$ cat src/hdl/ppa_pkg.sv
`default_nettype none
package ppa_pkg;
    // Channel count and level width (hundredths of a physical unit, signed)
    localparam int NUM_CH = 3;
    localparam int VAL_W  = 24;
    localparam int TYPE_W = 4;

    // Accepted level range in hundredths: -999.00 .. 9990.00
    localparam logic signed [VAL_W-1:0] LEVEL_MIN = -24'sd99900;
    localparam logic signed [VAL_W-1:0] LEVEL_MAX = 24'sd999000;

    // Register offsets (byte addresses)
    localparam logic [7:0] CH_STRIDE = 8'h10;
    localparam logic [7:0] OFS_TYPE  = 8'h00;
    localparam logic [7:0] OFS_UPPER = 8'h04;
    localparam logic [7:0] OFS_LOWER = 8'h08;
    localparam logic [7:0] OFS_LIVE  = 8'h30;
    localparam logic [7:0] OFS_EVENT = 8'h34;
    localparam logic [7:0] OFS_MASK  = 8'h38;

    // Level register fields
    localparam int LEVEL_OFF_BIT = 24;

    // Reset values
    localparam logic [TYPE_W-1:0]       TYPE_RST  = 4'h0;
    localparam logic                    OFF_RST   = 1'b1;
    localparam logic signed [VAL_W-1:0] LEVEL_RST = 24'sh000000;
    localparam logic [NUM_CH-1:0]       MASK_RST  = 3'h0;

    // Alarm type code fields: [3:2] source, [1] latch, [0] hold
    localparam logic [1:0] SRC_PV_ABS = 2'h0;
    localparam logic [1:0] SRC_PV_DEV = 2'h1;
    localparam logic [1:0] SRC_SV_ABS = 2'h2;
    localparam logic [1:0] SRC_MV_ABS = 2'h3;

    // Controller variables of one PID controller
    typedef struct packed {
        logic signed [VAL_W-1:0] command;     // process_command_value
        logic signed [VAL_W-1:0] feedback;    // feedback_value
        logic signed [VAL_W-1:0] manipulated; // manipulated_value
    } ppa_proc_t;

    // Alarm settings of one channel
    typedef struct packed {
        logic [TYPE_W-1:0]       alarm_type;
        logic                    upper_off;
        logic signed [VAL_W-1:0] upper;
        logic                    lower_off;
        logic signed [VAL_W-1:0] lower;
    } ppa_cfg_t;
endpackage
`default_nettype wire

$ cat src/hdl/ppa_channel.sv
`default_nettype none
module ppa_channel (
    // Clock and reset
    input  wire logic                clk_i,
    input  wire logic                arst_n_i,
    // Settings and controller variables
    input  wire ppa_pkg::ppa_cfg_t   cfg_i,
    input  wire ppa_pkg::ppa_proc_t  proc_i,
    input  wire logic                reset_cmd_i,
    // Alarm output
    output logic                     alarm_o
);
    import ppa_pkg::*;

    logic [1:0]            src;
    logic                  hold_sel;
    logic                  latch_sel;
    logic signed [VAL_W:0] mon;
    logic signed [VAL_W:0] lo_lim;
    logic signed [VAL_W:0] hi_lim;
    logic                  below;
    logic                  above;
    logic                  in_range;
    logic                  armed;
    logic                  latched;
    logic                  next_alarm;

    // Code fields
    assign src       = cfg_i.alarm_type[3:2];
    assign hold_sel  = cfg_i.alarm_type[0];
    assign latch_sel = cfg_i.alarm_type[1];

    // Monitored quantity and limits, one bit wider so sums never wrap
    always_comb begin
        mon    = {proc_i.feedback[VAL_W-1], proc_i.feedback};
        lo_lim = {cfg_i.lower[VAL_W-1], cfg_i.lower};
        hi_lim = {cfg_i.upper[VAL_W-1], cfg_i.upper};
        if (src == SRC_PV_DEV) begin
            lo_lim = {proc_i.command[VAL_W-1], proc_i.command}
                     - {cfg_i.lower[VAL_W-1], cfg_i.lower};
            hi_lim = {proc_i.command[VAL_W-1], proc_i.command}
                     + {cfg_i.upper[VAL_W-1], cfg_i.upper};
        end else if (src == SRC_SV_ABS) begin
            mon = {proc_i.command[VAL_W-1], proc_i.command};
        end else if (src == SRC_MV_ABS) begin
            mon = {proc_i.manipulated[VAL_W-1], proc_i.manipulated};
        end
    end

    // Band test; an OFF side never contributes
    assign below    = !cfg_i.lower_off && (mon < lo_lim);
    assign above    = !cfg_i.upper_off && (hi_lim < mon);
    assign in_range = below || above;

    // Hold arming: cleared at power-on, set once a hold type sees the quantity inside the range
    // Both levels OFF defines no range, so settings still arriving cannot arm it early
    always_ff @(posedge clk_i or negedge arst_n_i) begin
        if (!arst_n_i) begin
            armed <= 1'b0;
        end else if (hold_sel && !in_range && !(cfg_i.upper_off && cfg_i.lower_off)) begin
            armed <= 1'b1;
        end
    end

    // Latch: kept until the reset command
    always_ff @(posedge clk_i or negedge arst_n_i) begin
        if (!arst_n_i) begin
            latched <= 1'b0;
        end else if (reset_cmd_i) begin
            latched <= 1'b0;
        end else if (latch_sel && next_alarm) begin
            latched <= 1'b1;
        end
    end

    assign next_alarm = (in_range && (armed || !hold_sel))
                        || (latch_sel && latched && !reset_cmd_i);

    // Registered alarm output
    always_ff @(posedge clk_i or negedge arst_n_i) begin
        if (!arst_n_i) begin
            alarm_o <= 1'b0;
        end else begin
            alarm_o <= next_alarm;
        end
    end
endmodule
`default_nettype wire

$ cat src/hdl/ppa_top.sv
// The placing of the registers and strobed register access were chosen for this implementation.
`default_nettype none
module ppa_top (
    // Clock and reset
    input  wire logic                                  clk_i,
    input  wire logic                                  arst_n_i,
    // Register port
    input  wire logic [7:0]                            addr_i,
    input  wire logic [31:0]                           wdata_i,
    input  wire logic                                  wr_i,
    input  wire logic                                  rd_i,
    output logic      [31:0]                           rdata_o,
    // Controller variables and reset command from drive logic
    input  wire ppa_pkg::ppa_proc_t [ppa_pkg::NUM_CH-1:0] proc_i,
    input  wire logic                                  reset_cmd_i,
    // Alarm outputs
    output logic                                       pid1_process_alarm_out_o,
    output logic                                       pid2_process_alarm_out_o,
    output logic                                       pid3_process_alarm_out_o,
    // Interrupt
    output logic                                       irq_o
);
    import ppa_pkg::*;

    ppa_cfg_t [NUM_CH-1:0]    cfg;
    logic     [NUM_CH-1:0]    alarm;
    logic     [NUM_CH-1:0]    alarm_prev;
    logic     [NUM_CH-1:0]    event_sts;
    logic     [NUM_CH-1:0]    mask;
    logic     [NUM_CH-1:0]    rise;
    logic     [31:0]          next_rdata;
    logic signed [VAL_W-1:0]  wval;
    logic                     wval_ok;
    logic                     wr_off;

    // Level write decode: OFF flag or in-range value
    assign wval    = wdata_i[VAL_W-1:0];
    assign wr_off  = wdata_i[LEVEL_OFF_BIT];
    assign wval_ok = wr_off || ((wval >= LEVEL_MIN) && (wval <= LEVEL_MAX));

    // Per-channel settings and alarm logic
    genvar ch;
    generate
        for (ch = 0; ch < NUM_CH; ch++) begin : g_ch
            localparam logic [7:0] BASE = 8'(ch * CH_STRIDE);

            // Type code register
            always_ff @(posedge clk_i or negedge arst_n_i) begin
                if (!arst_n_i) begin
                    cfg[ch].alarm_type <= TYPE_RST;
                end else if (wr_i && addr_i == BASE + OFS_TYPE) begin
                    cfg[ch].alarm_type <= wdata_i[TYPE_W-1:0];
                end
            end

            // Upper level register; out-of-range writes are ignored
            always_ff @(posedge clk_i or negedge arst_n_i) begin
                if (!arst_n_i) begin
                    cfg[ch].upper_off <= OFF_RST;
                    cfg[ch].upper     <= LEVEL_RST;
                end else if (wr_i && addr_i == BASE + OFS_UPPER && wval_ok) begin
                    cfg[ch].upper_off <= wr_off;
                    cfg[ch].upper     <= wval;
                end
            end

            // Lower level register; out-of-range writes are ignored
            always_ff @(posedge clk_i or negedge arst_n_i) begin
                if (!arst_n_i) begin
                    cfg[ch].lower_off <= OFF_RST;
                    cfg[ch].lower     <= LEVEL_RST;
                end else if (wr_i && addr_i == BASE + OFS_LOWER && wval_ok) begin
                    cfg[ch].lower_off <= wr_off;
                    cfg[ch].lower     <= wval;
                end
            end

            // Comparator, hold and latch of this channel
            ppa_channel u_chan (
                .clk_i       (clk_i),
                .arst_n_i    (arst_n_i),
                .cfg_i       (cfg[ch]),
                .proc_i      (proc_i[ch]),
                .reset_cmd_i (reset_cmd_i),
                .alarm_o     (alarm[ch])
            );
        end
    endgenerate

    // Alarm outputs, each straight from its channel's flop
    assign pid1_process_alarm_out_o = alarm[0];
    assign pid2_process_alarm_out_o = alarm[1];
    assign pid3_process_alarm_out_o = alarm[2];

    // Edge history for alarm turn-on events
    always_ff @(posedge clk_i or negedge arst_n_i) begin
        if (!arst_n_i) begin
            alarm_prev <= '0;
        end else begin
            alarm_prev <= alarm;
        end
    end

    assign rise = alarm & ~alarm_prev;

    // Sticky event bits, write one to clear; a new event wins
    always_ff @(posedge clk_i or negedge arst_n_i) begin
        if (!arst_n_i) begin
            event_sts <= '0;
        end else if (wr_i && addr_i == OFS_EVENT) begin
            event_sts <= (event_sts & ~wdata_i[NUM_CH-1:0]) | rise;
        end else begin
            event_sts <= event_sts | rise;
        end
    end

    // Interrupt mask
    always_ff @(posedge clk_i or negedge arst_n_i) begin
        if (!arst_n_i) begin
            mask <= MASK_RST;
        end else if (wr_i && addr_i == OFS_MASK) begin
            mask <= wdata_i[NUM_CH-1:0];
        end
    end

    // Level interrupt, registered
    always_ff @(posedge clk_i or negedge arst_n_i) begin
        if (!arst_n_i) begin
            irq_o <= 1'b0;
        end else begin
            irq_o <= |(event_sts & mask);
        end
    end

    // Read decode; unmapped addresses read zero
    always_comb begin
        next_rdata = 32'h0000_0000;
        if (addr_i == OFS_LIVE) begin
            next_rdata = 32'(alarm);
        end else if (addr_i == OFS_EVENT) begin
            next_rdata = 32'(event_sts);
        end else if (addr_i == OFS_MASK) begin
            next_rdata = 32'(mask);
        end else begin
            for (int i = 0; i < NUM_CH; i++) begin
                if (addr_i == 8'(i * CH_STRIDE) + OFS_TYPE) begin
                    next_rdata = 32'(cfg[i].alarm_type);
                end else if (addr_i == 8'(i * CH_STRIDE) + OFS_UPPER) begin
                    next_rdata = {7'h00, cfg[i].upper_off, cfg[i].upper};
                end else if (addr_i == 8'(i * CH_STRIDE) + OFS_LOWER) begin
                    next_rdata = {7'h00, cfg[i].lower_off, cfg[i].lower};
                end
            end
        end
    end

    // Read data, valid in the cycle after the read strobe only
    always_ff @(posedge clk_i or negedge arst_n_i) begin
        if (!arst_n_i) begin
            rdata_o <= 32'h0000_0000;
        end else if (rd_i) begin
            rdata_o <= next_rdata;
        end else begin
            rdata_o <= 32'h0000_0000;
        end
    end
endmodule
`default_nettype wire

$ cat config.mk
export PLATFORM = sky130hd
export DESIGN_NAME = ppa_top
export DESIGN_NICKNAME = d
export VERILOG_FILES = /design/src/hdl/ppa_pkg.sv /design/src/hdl/ppa_channel.sv /design/src/hdl/ppa_top.sv
export SDC_FILE = /design/constraint.sdc
export NUM_CORES = 1
export LEC_CHECK = 0
export ABC_AREA = 1
export ABC_CLOCK_PERIOD_IN_PS = 3300
export BUFFER_PORTS_ARGS = -buffer_cell sky130_fd_sc_hd__clkbuf_2
export CELL_PAD_IN_SITES_DETAIL_PLACEMENT = 1
export CELL_PAD_IN_SITES_GLOBAL_PLACEMENT = 1
export CORE_AREA = 2 2 257 259
export DETAILED_ROUTE_END_ITERATION = 6
export DIE_AREA = 0 0 259 261
export GPL_TIMING_DRIVEN = 0
export PLACE_DENSITY_LB_ADDON = 0.05
export SETUP_SLACK_MARGIN = 0.05
export SLEW_MARGIN = 20
export SYNTH_ARGS = -nofsm -noshare
export SYNTH_HDL_FRONTEND = slang
export SYNTH_SLANG_ARGS = --single-unit
$ cat constraint.sdc
create_clock -name clk_i -period 3.3 [get_ports clk_i]
set_clock_uncertainty 0.05 [all_clocks]
set_input_delay 0.165 -clock clk_i [delete_from_list [all_inputs] [get_ports clk_i]]
set_output_delay 0.165 -clock clk_i [all_outputs]
set_load 0.02 [all_outputs]
==> results_tabular.tex, run 1 <==
\begin{tabular}{lr}
\hline
Metric & Value \\
\hline
\multicolumn{2}{l}{\textbf{Logic synthesis}} \\
Synthesized area per cell & 6.32 sq um \\
Number of instances in the synthesized netlist & 3858 \\
Synth warnings & 0 \\
List of most frequent post-synthesis cells & 1157 x sky130\_fd\_sc\_hd\_\_nand2\_1, 445 x sky130\_fd\_sc\_hd\_\_inv\_1, 307 x sky130\_fd\_sc\_hd\_\_a21oi\_1 \\
Fraction of synthesis flops using an asynchronous set or reset pin & 100\% \\
Summed instance area of the synthesized netlist & 24400 sq um \\
\#FFs+latches synth & 206 \\
Synth area leaders & sky130\_fd\_sc\_hd\_\_dfrtp\_1 21\%, sky130\_fd\_sc\_hd\_\_nand2\_1 18\%, sky130\_fd\_sc\_hd\_\_ha\_1 15\% \\
Sequential element share of the synthesized area & 21.2\% \\
Cell type with the largest total area after synthesis & sky130\_fd\_sc\_hd\_\_dfrtp\_1 \\
Share of the synthesized area in the top cell type & 20.5\% \\
Number of enable-type register cells in the synthesized netlist & 0 \\
Commonest register cell after synthesis & sky130\_fd\_sc\_hd\_\_dfrtp\_1 \\
Synth unique cells & 52 \\
Top-count cell post-synth & sky130\_fd\_sc\_hd\_\_nand2\_1 \\
\multicolumn{2}{l}{\textbf{Routing}} \\
Vias per Instance & 5.67 \\
Antenna-violating nets left & 0 \\
Residual DRC count & 0 \\
Total number of vias & 29400 \\
Average detailed-routed wire length per instance & 23.9 microns \\
Initial DRC count & 2196 \\
Number of optimization iterations in the first detailed-route pass & 6 \\
Final Routed Wirelength & 124000 microns \\
\multicolumn{2}{l}{\textbf{Die}} \\
Y dimension of the die & 261 microns \\
Die extent in x & 259 microns \\
Core Region & 65000 sq um \\
Number of placement rows & 94 \\
DIE AREA & 67600 sq um \\
I/O pin total & 297 \\
Starting density of the core & 37.5\% \\
\multicolumn{2}{l}{\textbf{Placement}} \\
Total placed cells including tap cells & 4996 \\
Routability-driven placement congestion ratio & 0.974 \\
Detailed-placement wirelength estimate & 98600 microns \\
Post-Place Worst Slack & -1150 ps \\
Quantity of I/O buffers inserted on ports & 266 \\
\multicolumn{2}{l}{\textbf{Outcome}} \\
Violations in the final reports & negative setup slack \\
Result of the run & finished, violations left \\
\multicolumn{2}{l}{\textbf{Pwr}} \\
Max IR drop VDD & 0.000374 V \\
Total power & 8920 uW \\
Pwr/cell area & 277 nW/um\^{}2 \\
Pleak & 0.0158 uW \\
\multicolumn{2}{l}{\textbf{Timing}} \\
Relative slew margins & 32.6\% \\
Max frequency & 272 MHz \\
Setup repair after global routing missed its margin & true \\
Tightest hold margin & 10.4 ps \\
Number of pins with negative max-slew slack in the final report & 0 \\
Setup Viol. Count Final & 9 \\
Total Negative Setup Slacks & -1850 ps \\
Final period util & 111\% \\
Hold Violations, Final & 0 \\
Worst Slack Setup Final & -377 ps \\
Time the final worst path needs with I/O delays and setup & 3680 ps \\
Transition at the pin with the smallest max-transition slack & 1010 ps \\
\multicolumn{2}{l}{\textbf{Layout}} \\
Fillcell total & 8544 \\
Count of non-filler cells in the finished layout & 5192 \\
Signed area change from the synthesized netlist to the final layout & 32.3\% \\
Count of nets after finishing & 4863 \\
Share of final-layout standard cells stronger than drive strength 1 & 28.0\% \\
\multicolumn{2}{l}{\textbf{CTS}} \\
Clk root buf & sky130\_fd\_sc\_hd\_\_clkbuf\_16 \\
CTS H-tree depth & 1 \\
Clock sink total & 206 \\
TritonCTS clock tree & built \\
Post-CTS clock slew at the launch and capture registers of the worst setup and hold paths & 60 ps \\
TritonCTS buffer count & 26 \\
Longest Clk Path Bufs & 3 \\
Later-pin clock latency in the skew report & 570 ps \\
\multicolumn{2}{l}{\textbf{Setup path}} \\
Element type at the critical path start & flop \\
Stage delay of the slowest cell on the critical path & 470 ps \\
CP Cell Sequence & ha\_4 > clkinvlp\_4 > nor3\_4 > nand2\_1 > nand2\_2 > nand2\_2 > nand2\_2 > nand3\_2 > nand2\_2 > nand2\_2 > nand3\_2 > nand2\_2 > ha\_4 > nand2\_4 > nor2\_4 > nand4\_1 > nor2b\_1 > nand2\_1 > nand2\_1 > nand2\_2 > nand3\_2 > nand2\_4 > nand2\_2 > o21ai\_2 \\
Slowest CP cell & sky130\_fd\_sc\_hd\_\_dfrtp\_2 \\
WS Path Type & reg -> reg \\
Data arrival time at the worst-slack endpoint & 4080 ps \\
Library cell appearing most often on the critical path & sky130\_fd\_sc\_hd\_\_nand2\_2 \\
Worst Setup End Kind & flop \\
Maximum fanout along the worst path & 4 \\
Endpoint required time on the critical path & 3700 ps \\
\multicolumn{2}{l}{\textbf{Global route}} \\
Global-route wire length before repair & 180000 microns \\
GRT Total Usage & 35.2\% \\
Via count of the first global-routing pass & 28500 \\
Largest net degree at the start of global routing & 88 \\
Remaining global-route overflow & 0 \\
Number of antenna violations at the first check in global routing & 3 \\
\multicolumn{2}{l}{\textbf{Min path}} \\
Worst hold-check path type & in -> reg \\
\multicolumn{2}{l}{\textbf{Job}} \\
Total of max-cap violations & 0 \\
\hline
\end{tabular}
-- flip-flops by register name, summed over array words and instances, names as in the netlist --
register and cells:
cfg 162, rdata_o 25, alarm_prev 3, event_sts 3, g_ch.u_chan.alarm_o 3, g_ch.u_chan.armed 3, g_ch.u_chan.latched 3, mask 3
irq_o 1
-- layout by cell type, fill, tap and decap left out, drive strengths merged, types with 59 or more instances in the layout --
cell and instances:
a21oi 307, a221oi 59, buf 196, clkbuf 369, dfrtp 200, ha 288
inv 450, nand2 1162, nand3 305, nor2 304, o21ai 282
-- power breakdown --
group | internal [uW] | leakage, uW | total (uW) | switching, uW
logic | 1280 | 0.0127 | 3400 | 2120
clock network | 1550 | 0.000387 | 2770 | 1230
registers | 2620 | 0.00269 | 2750 | 130
-- stage by stage --
stage,instance area (sq um),util [%]
floorplan,24400,-
global placement,26800,41.2
detailed placement,26900,41.3
CTS,30200,46.4
global route,32300,49.6
finish,32300,49.6
-- cells by family (layout without fill, tap and decap cells) --
| group | count (synthesis) | after routing | synth area share, % |
|---|---|---|---|
| other | 1 | 9 | 0.0154 |
| DFF | 206 | 206 | 21.2 |
| AOI/OAI and AO/OA | 783 | 783 | 18.2 |
| adders and majority gates | 294 | 294 | 15.3 |
| buffers and inverters | 584 | 1046 | 9.69 |
| and+or+nand+nor | 1896 | 1896 | 32.3 |
| xor gates and xnor gates | 94 | 94 | 3.38 |
-- worst paths after layout --
| path | slack (ps) | end | depth (start not counted) | startpoint |
|---|---|---|---|---|
| worst min-delay path | 10 | cfg[115]$_DFFE_PN0P_ | 3 | wdata_i[7] |
| min in group asynchronous | 70 | cfg[33]$_DFFE_PN0P_ | 2 | arst_n_i |
| worst max-delay path | -380 | g_ch[1].u_chan.alarm_o$_DFF_PN0_ | 24 | cfg[82]$_DFFE_PN0P_ |
| worst min register to register | 370 | event_sts[0]$_DFF_PN0_ | 1 | alarm_prev[0]$_DFF_PN0_ |
| max in group asynchronous | 2270 | cfg[127]$_DFFE_PN0P_ | 3 | arst_n_i |
| worst max register to register | -380 | g_ch[1].u_chan.alarm_o$_DFF_PN0_ | 24 | cfg[82]$_DFFE_PN0P_ |
-- cell type report --
| cell class | instances | area, sq um | share of cell area (%) |
|---|---|---|---|
| inverter | 454 | 1730 | 5.37 |
| tap | 864 | 1080 | 3.35 |
| multi-input combinational | 3074 | 20100 | 62.4 |
| antenna | 2 | 5.00 | 0.0155 |
| clock buffer | 39 | 739 | 2.29 |
| clock inverter | 7 | 52.6 | 0.163 |
| sequential | 206 | 5230 | 16.2 |
| buffer | 129 | 694 | 2.15 |
| timing repair buffer | 417 | 2590 | 8.02 |
-- what timing repair did --
action,CTS,global route
hold endpoints to repair,237,0
resized for setup,421,442
hold buffers,20,0
buffers inserted,70,59
setup endpoints to repair,9,9
pin swaps,91,154
-- critical path, delay by kind of cell (launching register included) --
kind                     cells  cell delay (ps)
buffers and inverters        1              150
AO/OA/AOI/OAI                1               60
flip-flops                   1              470
AND/OR/NAND/NOR             20             2200
adder cells (fa/ha/maj)      2              630
-- layer usage --
layer / wire, microns / vias up / share of wire, % / track usage, %
met2: 54700 / 971 / 44 / 55.6
met4: 5650 / 4 / 4.6 / 12.8
li1: - / 13800 / - / -
met3: 8000 / 231 / 6.5 / 5.04
met5: 18 / - / 0.015 / 0
met1: 55600 / 14400 / 45 / 48.7
Power figures use the tool's default switching activity.
==> run 2: changes to the inputs <==
--- a/config.mk
+++ b/config.mk
@@ -6,13 +6,13 @@
 export NUM_CORES = 1
 export LEC_CHECK = 0
 export ABC_AREA = 1
-export ABC_CLOCK_PERIOD_IN_PS = 3300
+export ABC_CLOCK_PERIOD_IN_PS = 3680
 export BUFFER_PORTS_ARGS = -buffer_cell sky130_fd_sc_hd__clkbuf_2
 export CELL_PAD_IN_SITES_DETAIL_PLACEMENT = 1
 export CELL_PAD_IN_SITES_GLOBAL_PLACEMENT = 1
-export CORE_AREA = 2 2 257 259
+export CORE_AREA = 2 2 242 244
 export DETAILED_ROUTE_END_ITERATION = 6
-export DIE_AREA = 0 0 259 261
+export DIE_AREA = 0 0 244 246
 export GPL_TIMING_DRIVEN = 0
 export PLACE_DENSITY_LB_ADDON = 0.05
 export SETUP_SLACK_MARGIN = 0.05
==> constraint.sdc (replaced) <==
create_clock -name clk_i -period 3.68 [get_ports clk_i]
set_clock_uncertainty 0.05 [all_clocks]
set_input_delay 0.184 -clock clk_i [delete_from_list [all_inputs] [get_ports clk_i]]
set_output_delay 0.184 -clock clk_i [all_outputs]
set_load 0.02 [all_outputs]
==> run 2 against run 1 <==
  * The flow now finishes without violations
  * Setup slack improved by 470 ps
  * Register-to-register slack improved by 470 ps
  * Maximum frequency rose by 2.6%
  * First-iteration DRC count fell by 3.3%
  * Cell count fell by 2.9%
  * Die area fell by 11%
  * Combinational power fell by 15%
  * Sequential share of layout area rose by 0.54 points
  * Non-clock buffer count fell by 50
  * Clock power fell by 8.7%
  * Largest power group unchanged
  * Critical endpoint is now g_ch[2].u_chan.alarm_o$_DFF_PN0_
  * Core utilization rose by 4.6 points
  * Global-route usage rose by 1.6 points
==> results_tabular.tex, run 2 (synthesized netlist as in run 1, its figures left out) <==
\begin{tabular}{lr}
\hline
Metric & Value \\
\hline
\multicolumn{2}{l}{\textbf{Timing}} \\
Relative slew margins & 37.6\% (+5.0 points) \\
Hold Violations, Final & 0 (unchanged) \\
Max frequency & 279 MHz (+2.6\%) \\
Final period util & 97.4\% (-14 points) \\
Transition at the pin with the smallest max-transition slack & 936 ps (-75.4 ps) \\
Time the final worst path needs with I/O delays and setup & 3580 ps (-92.4 ps) \\
Setup Viol. Count Final & 0 (-9) \\
Number of pins with negative max-slew slack in the final report & 0 (unchanged) \\
Setup repair after global routing missed its margin & true \\
\multicolumn{2}{l}{\textbf{Setup path}} \\
Slowest CP cell & sky130\_fd\_sc\_hd\_\_dfrtp\_2 \\
Element type at the critical path start & flop \\
Stage delay of the slowest cell on the critical path & 420 ps (-50 ps) \\
CP Buf/Inv Count & 2 (+1) \\
Worst Setup End Kind & flop \\
Endpoint required time on the critical path & 4110 ps (+410 ps) \\
Data arrival time at the worst-slack endpoint & 4020 ps (-60 ps) \\
Worst R2R Path Depth & 22 (-8.3\%) \\
Number of logic stages on the critical path including buffering & 22 (-8.3\%) \\
Maximum fanout along the worst path & 3 (-1) \\
WS Path Type & reg -> reg \\
Library cell appearing most often on the critical path & sky130\_fd\_sc\_hd\_\_nand2\_1 \\
Cell family contributing the most delay on the critical path & simple AND/OR/NAND/NOR gates \\
CP Cell Sequence & ha\_4 > inv\_2 > fa\_2 > buf\_6 > a21o\_1 > nand4\_1 > nand3\_1 > nand2\_1 > nand2\_1 > nand2\_1 > o21ai\_1 > ha\_1 > a21oi\_2 > o21a\_1 > nand2\_2 > a21oi\_4 > nand2\_1 > nand2\_1 > nand3\_1 > nand2\_4 > nand2\_2 > o21ai\_2 \\
\multicolumn{2}{l}{\textbf{Layout}} \\
Max FFs per register & 162 (unchanged) \\
Signed area change from the synthesized netlist to the final layout & 27.6\% \\
Total area of multi-input combinational cells & 19500 sq um (-3.2\%) \\
Most frequent cells in the layout & 1073 x sky130\_fd\_sc\_hd\_\_nand2\_1, 423 x sky130\_fd\_sc\_hd\_\_inv\_1, 283 x sky130\_fd\_sc\_hd\_\_clkbuf\_2 \\
Storage cell area & 5210 sq um (-0.41\%) \\
Final cell area excluding filler cells & 31100 sq um (-3.6\%) \\
Largest regs & cfg: 162 flops, rdata\_o: 25 flops \\
Most frequent standard cell in the layout excluding fill and tap cells & sky130\_fd\_sc\_hd\_\_nand2\_1 \\
Register containing the most flip-flops in the final layout & cfg \\
Share of final-layout standard cells stronger than drive strength 1 & 23.3\% (-4.7 points) \\
Fillcell total & 7688 (-10\%) \\
Count of nets after finishing & 4812 (-1.0\%) \\
\multicolumn{2}{l}{\textbf{CTS}} \\
Clk root buf & sky130\_fd\_sc\_hd\_\_clkbuf\_16 \\
Clock sink total & 206 (unchanged) \\
Later-pin clock latency in the skew report & 580 ps (about the same) \\
TritonCTS clock tree & built \\
CTS H-tree depth & 1 (unchanged) \\
Post-CTS clock slew at the launch and capture registers of the worst setup and hold paths & 70 ps (about the same) \\
Longest Clk Path Bufs & 3 (unchanged) \\
TritonCTS buffer count & 25 (-3.8\%) \\
\multicolumn{2}{l}{\textbf{Global route}} \\
Largest net degree at the start of global routing & 81 (-8.0\%) \\
Via count of the first global-routing pass & 28200 (-1.3\%) \\
GRT Total Usage & 36.8\% (+1.6 points) \\
Remaining global-route overflow & 0 (unchanged) \\
Number of antenna violations at the first check in global routing & 2 (-1) \\
Global-route wire length before repair & 169000 microns (-6.1\%) \\
\multicolumn{2}{l}{\textbf{Die}} \\
Die extent in x & 244 microns (-5.8\%) \\
Y dimension of the die & 246 microns (-5.7\%) \\
Starting density of the core & 42.5\% (+5.0 points) \\
Core Region & 57400 sq um (-12\%) \\
Number of placement rows & 88 (-6.4\%) \\
DIE AREA & 60000 sq um (-11\%) \\
I/O pin total & 297 (unchanged) \\
\multicolumn{2}{l}{\textbf{Min path}} \\
Hold Path Stages & 3 (unchanged) \\
Worst hold-check path type & in -> reg \\
\multicolumn{2}{l}{\textbf{Routing}} \\
Initial DRC count & 2123 (-3.3\%) \\
Number of optimization iterations in the first detailed-route pass & 6 (unchanged) \\
Total number of vias & 29200 (-0.97\%) \\
Residual DRC count & 0 (unchanged) \\
Vias per Instance & 5.78 (+2.0\%) \\
Average detailed-routed wire length per instance & 23.1 microns (-3.3\%) \\
Antenna-violating nets left & 0 (unchanged) \\
Final Routed Wirelength & 116000 microns (-6.0\%) \\
\multicolumn{2}{l}{\textbf{Outcome}} \\
Result of the run & completed \\
\multicolumn{2}{l}{\textbf{Placement}} \\
Routability-driven placement congestion ratio & 0.955 (-1.9\%) \\
Detailed-placement wirelength estimate & 93900 microns (-4.8\%) \\
Quantity of I/O buffers inserted on ports & 266 (unchanged) \\
Placed cell area & 26800 sq um (-0.46\%) \\
\multicolumn{2}{l}{\textbf{Pwr}} \\
Total power & 7880 uW (-12\%) \\
Pleak & 0.0154 uW (-2.3\%) \\
Max IR drop VDD & 0.000338 V (-9.6\%) \\
Pwr/cell area & 253 nW/um\^{}2 (-8.4\%) \\
\multicolumn{2}{l}{\textbf{Job}} \\
Total of max-cap violations & 0 (unchanged) \\
\hline
\end{tabular}
run 2: changes by cell type in the layout (fill, tap and decap cells not counted), moves of 15 or more:
cell	delta
sky130_fd_sc_hd__dfrtp_2	-17
sky130_fd_sc_hd__nand3_1	+16
sky130_fd_sc_hd__nor2_1	+18
sky130_fd_sc_hd__a21oi_1	+15
sky130_fd_sc_hd__inv_2	-18
sky130_fd_sc_hd__dfrtp_1	+17
sky130_fd_sc_hd__inv_1	+24
sky130_fd_sc_hd__nand2_2	-24
sky130_fd_sc_hd__buf_4	-50
sky130_fd_sc_hd__nand2_1	+31
run 2: what timing repair did:
action / in CTS / in global routing
resized for setup: 187 / 479
endpoints found under the hold margin: 123 / 0
pin swaps: 38 / 104
buffers inserted: 30 / 49
endpoints found under the setup margin: 9 / 9
hold buffers: 21 / 0
run 2: per-layer routing:
| metal | wire, microns | global-route usage, % | share of wire, % |
|---|---|---|---|
| met1 | 51800 | 52.1 | 44 |
| met2 | 52000 | 59.2 | 45 |
| met3 | 8500 | 4.11 | 7.3 |
| met4 | 4200 | 10.1 | 3.6 |
| met5 | 13 | 0 | 0.011 |
run 2: worst paths after layout:
kind / startpoint / to / slack, ps
worst max-delay path: cfg[108]$_DFFE_PN0P_ / g_ch[2].u_chan.alarm_o$_DFF_PN0_ / 100
worst min-delay path: wr_i / cfg[160]$_DFFE_PN0P_ / 30
worst max register to register: cfg[108]$_DFFE_PN0P_ / g_ch[2].u_chan.alarm_o$_DFF_PN0_ / 100
worst min register to register: alarm_prev[1]$_DFF_PN0_ / event_sts[1]$_DFF_PN0_ / 370
max in group asynchronous: arst_n_i / cfg[107]$_DFFE_PN0P_ / 2640
min in group asynchronous: arst_n_i / cfg[30]$_DFFE_PN0P_ / 130
run 2: power by group:
group / switching [uW] / internal, uW / total [uW]
logic: 1810 / 1070 / 2880
clock network: 1100 / 1440 / 2530
registers: 114 / 2350 / 2460
run 2: metrics by stage:
stage / worst slack (ps) / util (%) / hold slack, ps / setup TNS [ps] / cells
2_1_floorplan: 495 / - / -162 / 0 / 3864
3_3_place_gp: -1970 / 46.5 / 349 / -397080 / 4895
3_5_place_dp: -976 / 46.6 / 142 / -6700 / 4897
4_1_cts: 35.4 / 50.2 / 12.9 / 0 / 4993
5_1_grt: -69.1 / 54.2 / 21.3 / -196 / 5041
6_report: 95.5 / 54.2 / 26.7 / 0 / 5043
run 2: layout make-up:
| cell class | count | area share [%] |
|---|---|---|
| multi-input cells | 3074 | 62.7 |
| flip-flops and latches | 206 | 16.8 |
| repair buffers | 368 | 7.13 |
| inverters | 454 | 5.53 |
| well taps | 765 | 3.08 |
| clock buffers | 35 | 2.29 |
| plain buffers | 128 | 2.17 |
| clock inverters | 11 | 0.346 |
| diodes | 2 | 0.0161 |
run 2: tightest hold or removal path, stage by stage:
cell and delay [ps]:
sky130_fd_sc_hd__clkbuf_2 120, sky130_fd_sc_hd__nand2_1 200, sky130_fd_sc_hd__o21ai_0 100
==> run 3: changes to the inputs <==
--- a/config.mk
+++ b/config.mk
@@ -5,14 +5,13 @@
 export SDC_FILE = /design/constraint.sdc
 export NUM_CORES = 1
 export LEC_CHECK = 0
-export ABC_AREA = 1
 export ABC_CLOCK_PERIOD_IN_PS = 3680
 export BUFFER_PORTS_ARGS = -buffer_cell sky130_fd_sc_hd__clkbuf_2
 export CELL_PAD_IN_SITES_DETAIL_PLACEMENT = 1
 export CELL_PAD_IN_SITES_GLOBAL_PLACEMENT = 1
-export CORE_AREA = 2 2 242 244
+export CORE_AREA = 2 2 226 228
 export DETAILED_ROUTE_END_ITERATION = 6
-export DIE_AREA = 0 0 244 246
+export DIE_AREA = 0 0 228 230
 export GPL_TIMING_DRIVEN = 0
 export PLACE_DENSITY_LB_ADDON = 0.05
 export SETUP_SLACK_MARGIN = 0.05
==> run 3 against run 2 <==
  * The flow now finishes with violations (negative setup slack)
  * Core utilization fell by 0.14 points
  * Area after synthesis fell by 9.0%
  * Total power is 9.3% lower
  * Non-clock buffer count down 33
  * Cell count decreased by 26%
  * Maximum frequency shrank 24%
  * Critical path depth unchanged
  * Global-route usage shrank 2.7 points
  * Sequential cell count stayed put
  * Setup slack worse by 1100 ps
  * Critical path type unchanged
  * Largest cell class unchanged
==> results_tabular.tex, run 3 <==
\begin{tabular}{lr}
\hline
Metric & Value \\
\hline
\multicolumn{2}{l}{\textbf{Logic synthesis}} \\
Synthesized area per cell & 8.41 sq um (+33\%) \\
Share of the synthesized area in the top cell type & 22.6\% (+2.0 points) \\
Top-count cell post-synth & sky130\_fd\_sc\_hd\_\_ha\_1 \\
Commonest register cell after synthesis & sky130\_fd\_sc\_hd\_\_dfrtp\_1 \\
Fraction of synthesis flops using an asynchronous set or reset pin & 100\% (unchanged) \\
Cell type with the largest total area after synthesis & sky130\_fd\_sc\_hd\_\_dfrtp\_1 \\
Synth area leaders & sky130\_fd\_sc\_hd\_\_dfrtp\_1 23\%, sky130\_fd\_sc\_hd\_\_ha\_1 16\%, sky130\_fd\_sc\_hd\_\_mux2\_2 8.7\% \\
\#FFs+latches synth & 206 (unchanged) \\
Summed instance area of the synthesized netlist & 22200 sq um (-9.0\%) \\
Number of instances in the synthesized netlist & 2640 (-32\%) \\
Sequential element share of the synthesized area & 23.3\% (+2.1 points) \\
Synth warnings & 0 (unchanged) \\
List of most frequent post-synthesis cells & 288 x sky130\_fd\_sc\_hd\_\_ha\_1, 208 x sky130\_fd\_sc\_hd\_\_inv\_1, 208 x sky130\_fd\_sc\_hd\_\_nor2\_1 \\
Number of enable-type register cells in the synthesized netlist & 0 (unchanged) \\
Synth unique cells & 88 (+69\%) \\
\multicolumn{2}{l}{\textbf{Placement}} \\
Quantity of I/O buffers inserted on ports & 281 (+5.6\%) \\
Detailed-placement wirelength estimate & 75400 microns (-20\%) \\
Routability-driven placement congestion ratio & 0.934 (-2.2\%) \\
Placed cell area & 24600 sq um (-7.9\%) \\
\multicolumn{2}{l}{\textbf{Pwr}} \\
Pwr/cell area & 265 nW/um\^{}2 (+4.7\%) \\
Max IR drop VDD & 0.000339 V (+0.40\%) \\
Pleak & 0.0127 uW (-17\%) \\
\multicolumn{2}{l}{\textbf{Routing}} \\
Total number of vias & 22600 (-22\%) \\
Final Routed Wirelength & 92200 microns (-21\%) \\
Initial DRC count & 1370 (-35\%) \\
Vias per Instance & 6.09 (+5.3\%) \\
Average detailed-routed wire length per instance & 24.8 microns (+7.5\%) \\
Number of optimization iterations in the first detailed-route pass & 7 (+1) \\
Antenna-violating nets left & 0 (unchanged) \\
Residual DRC count & 0 (unchanged) \\
\multicolumn{2}{l}{\textbf{Timing}} \\
Setup repair after global routing missed its margin & true \\
Transition at the pin with the smallest max-transition slack & 1030 ps (+95.0 ps) \\
Hold Violations, Final & 0 (unchanged) \\
Worst Slack Setup Final & -1050 ps (-1140 ps) \\
Time the final worst path needs with I/O delays and setup & 4730 ps (+1140 ps) \\
Max frequency & 212 MHz (-24\%) \\
Relative slew margins & 31.3\% (-6.3 points) \\
Number of pins with negative max-slew slack in the final report & 0 (unchanged) \\
Total Negative Setup Slacks & -8690 ps (-8690 ps) \\
Final period util & 128\% (+31 points) \\
Setup Viol. Count Final & 9 (+9) \\
\multicolumn{2}{l}{\textbf{Global route}} \\
Most crowded layer after global routing & met2 \\
GRT Total Usage & 34.1\% (-2.7 points) \\
Met1 demand-to-capacity share in global routing & 48.0\% (-4.1 points) \\
Met2 track utilization from global routing & 55.8\% (-3.4 points) \\
Global-route wire length before repair & 139000 microns (-18\%) \\
Number of antenna violations at the first check in global routing & 2 (unchanged) \\
Global-route met3 utilization & 2.79\% (-1.3 points) \\
Remaining global-route overflow & 0 (unchanged) \\
Via count of the first global-routing pass & 23400 (-17\%) \\
Largest net degree at the start of global routing & 86 (+6.2\%) \\
\multicolumn{2}{l}{\textbf{Min path}} \\
HP Start & wdata\_i[8] \\
Hold Path Stages & 2 (-1) \\
Worst hold-check path type & in -> reg \\
\multicolumn{2}{l}{\textbf{Setup path}} \\
WS Path Type & reg -> reg \\
Worst Setup End Kind & flop \\
Endpoint required time on the critical path & 4060 ps (-50 ps) \\
Worst R2R Path Depth & 22 (unchanged) \\
Startpoint of the most critical register-to-register path & cfg[0]\$\_DFFE\_PN0P\_ \\
Maximum fanout along the worst path & 4 (+1) \\
Startpoint of the worst setup timing path & cfg[0]\$\_DFFE\_PN0P\_ \\
Worst R2R End & g\_ch[0].u\_chan.armed\$\_DFFE\_PN0P\_ \\
Data arrival time at the worst-slack endpoint & 5110 ps (+1090 ps) \\
Timing endpoint of the critical path & g\_ch[0].u\_chan.armed\$\_DFFE\_PN0P\_ \\
Element type at the critical path start & flop \\
Worst setup slack for register-to-register paths & -1050 ps (-1140 ps) \\
\multicolumn{2}{l}{\textbf{Layout}} \\
Signed area change from the synthesized netlist to the final layout & 21.5\% \\
Most frequent cells in the layout & 288 x sky130\_fd\_sc\_hd\_\_clkbuf\_2, 269 x sky130\_fd\_sc\_hd\_\_ha\_1, 203 x sky130\_fd\_sc\_hd\_\_nor2\_1 \\
Largest regs & cfg: 162 flops, rdata\_o: 25 flops \\
Final cell area excluding filler cells & 27000 sq um (-13\%) \\
Register containing the most flip-flops in the final layout & cfg \\
Count of nets after finishing & 3578 (-26\%) \\
Share of final-layout standard cells stronger than drive strength 1 & 25.6\% (+2.3 points) \\
Max FFs per register & 162 (unchanged) \\
Most frequent standard cell in the layout excluding fill and tap cells & sky130\_fd\_sc\_hd\_\_clkbuf\_2 \\
\multicolumn{2}{l}{\textbf{CTS}} \\
CTS H-tree depth & 1 (unchanged) \\
TritonCTS buffer count & 24 (-4.0\%) \\
Later-pin clock latency in the skew report & 540 ps (-40 ps) \\
Clk root buf & sky130\_fd\_sc\_hd\_\_clkbuf\_16 \\
Post-CTS clock slew at the launch and capture registers of the worst setup and hold paths & 60 ps (about the same) \\
Longest Clk Path Bufs & 3 (unchanged) \\
Clock sink total & 206 (unchanged) \\
TritonCTS clock tree & built \\
\multicolumn{2}{l}{\textbf{Die}} \\
Y dimension of the die & 230 microns (-6.5\%) \\
DIE AREA & 52400 sq um (-13\%) \\
Die extent in x & 228 microns (-6.6\%) \\
I/O pin total & 297 (unchanged) \\
Starting density of the core & 44.5\% (+2.0 points) \\
Number of placement rows & 82 (-6.8\%) \\
Core Region & 49900 sq um (-13\%) \\
\multicolumn{2}{l}{\textbf{Job}} \\
Total of max-cap violations & 0 (unchanged) \\
\multicolumn{2}{l}{\textbf{Outcome}} \\
Result of the run & finished, violations left \\
Violations in the final reports & negative setup slack \\
\hline
\end{tabular}
run 3: worst max-delay path, cell delays in order, from the launching register on:
cell	delay, ps
sky130_fd_sc_hd__dfrtp_2	420
sky130_fd_sc_hd__ha_4	150
sky130_fd_sc_hd__inv_2	30
sky130_fd_sc_hd__fa_2	340
sky130_fd_sc_hd__a21o_1	180
sky130_fd_sc_hd__a21oi_2	170
sky130_fd_sc_hd__o21ai_2	120
sky130_fd_sc_hd__a211o_1	350
sky130_fd_sc_hd__nand2_4	100
sky130_fd_sc_hd__buf_12	120
sky130_fd_sc_hd__o311ai_4	110
sky130_fd_sc_hd__xnor2_1	160
sky130_fd_sc_hd__mux2_2	280
sky130_fd_sc_hd__ha_1	280
sky130_fd_sc_hd__nand3_2	110
sky130_fd_sc_hd__nor3_4	60
sky130_fd_sc_hd__buf_4	150
sky130_fd_sc_hd__nand3_2	100
sky130_fd_sc_hd__nand2_2	80
sky130_fd_sc_hd__nor4_4	350
sky130_fd_sc_hd__mux2_4	400
sky130_fd_sc_hd__o22a_4	260
sky130_fd_sc_hd__a31o_2	230
run 3: routing by layer:
metal  up-vias  part of all wire [%]
met2       666                    45
met1     11300                    46
met3       133                   5.1
li1      10500                     -
met5         -                     0
met4         0                   3.4
run 3: final cells by class:
| type | count | area (sq um) |
|---|---|---|
| fill | 6058 | 22900 |
| sequential | 206 | 5170 |
| antenna | 1 | 2.50 |
| tap | 672 | 841 |
| clock inverter | 7 | 131 |
| timing repair buffer | 355 | 2060 |
| inverter | 208 | 781 |
| multi-input combinational | 2120 | 16800 |
| clock buffer | 35 | 692 |
| buffer | 108 | 475 |
run 3: how the worst min path moves through the flow:
stage,to,slack (ps)
floorplan,alarm_prev[0]$_DFF_PN0_,-160
global placement,event_sts[1]$_DFF_PN0_,350
detailed placement,cfg[100]$_DFFE_PN0P_,170
finish,cfg[141]$_DFFE_PN0P_,40
CTS,cfg[141]$_DFFE_PN0P_,20
global route,cfg[140]$_DFFE_PN0P_,30
run 3: logic make-up after synthesis:
logic type      Yosys count  synth area share, %
compound gates          809                 24.0
simple gates            660                 14.0
buf+inv                 320                 5.66
fa+ha+maj               294                 16.8
mux                     250                 12.3
flops                   206                 23.3
xor+xnor                100                 3.95
other cells               1               0.0169
run 3: stage by stage:
step | cells | utilization (%) | setup WS, ps | total power, uW | hold WS (ps)
after floorplan | 2646 | - | -542 | 3680 | -162
after global placement | 3599 | 49.3 | -2120 | 4350 | 353
after detailed placement | 3601 | 49.4 | -1990 | 4450 | 165
after CTS | 3685 | 52.8 | -1040 | 7050 | 22.9
after global routing | 3711 | 54.1 | -1180 | 7470 | 33.4
final | 3712 | 54.1 | -1050 | 7150 | 42.5
run 3: where the power goes:
group	switching, uW	leakage (uW)	internal [uW]
Clock	982	0.000397	1520
Combinational	1320	0.00956	886
Sequential	93.9	0.00279	2350
run 3: what timing repair did:
action / 4_1_cts / 5_1_grt
resized for setup: 100 / 96
endpoints found under the setup margin: 9 / 9
setup buffers: 33 / 29
gates cloned: 0 / 0
hold buffers: 10 / 0
pin swaps: 55 / 79
hold endpoints to repair: 76 / 0
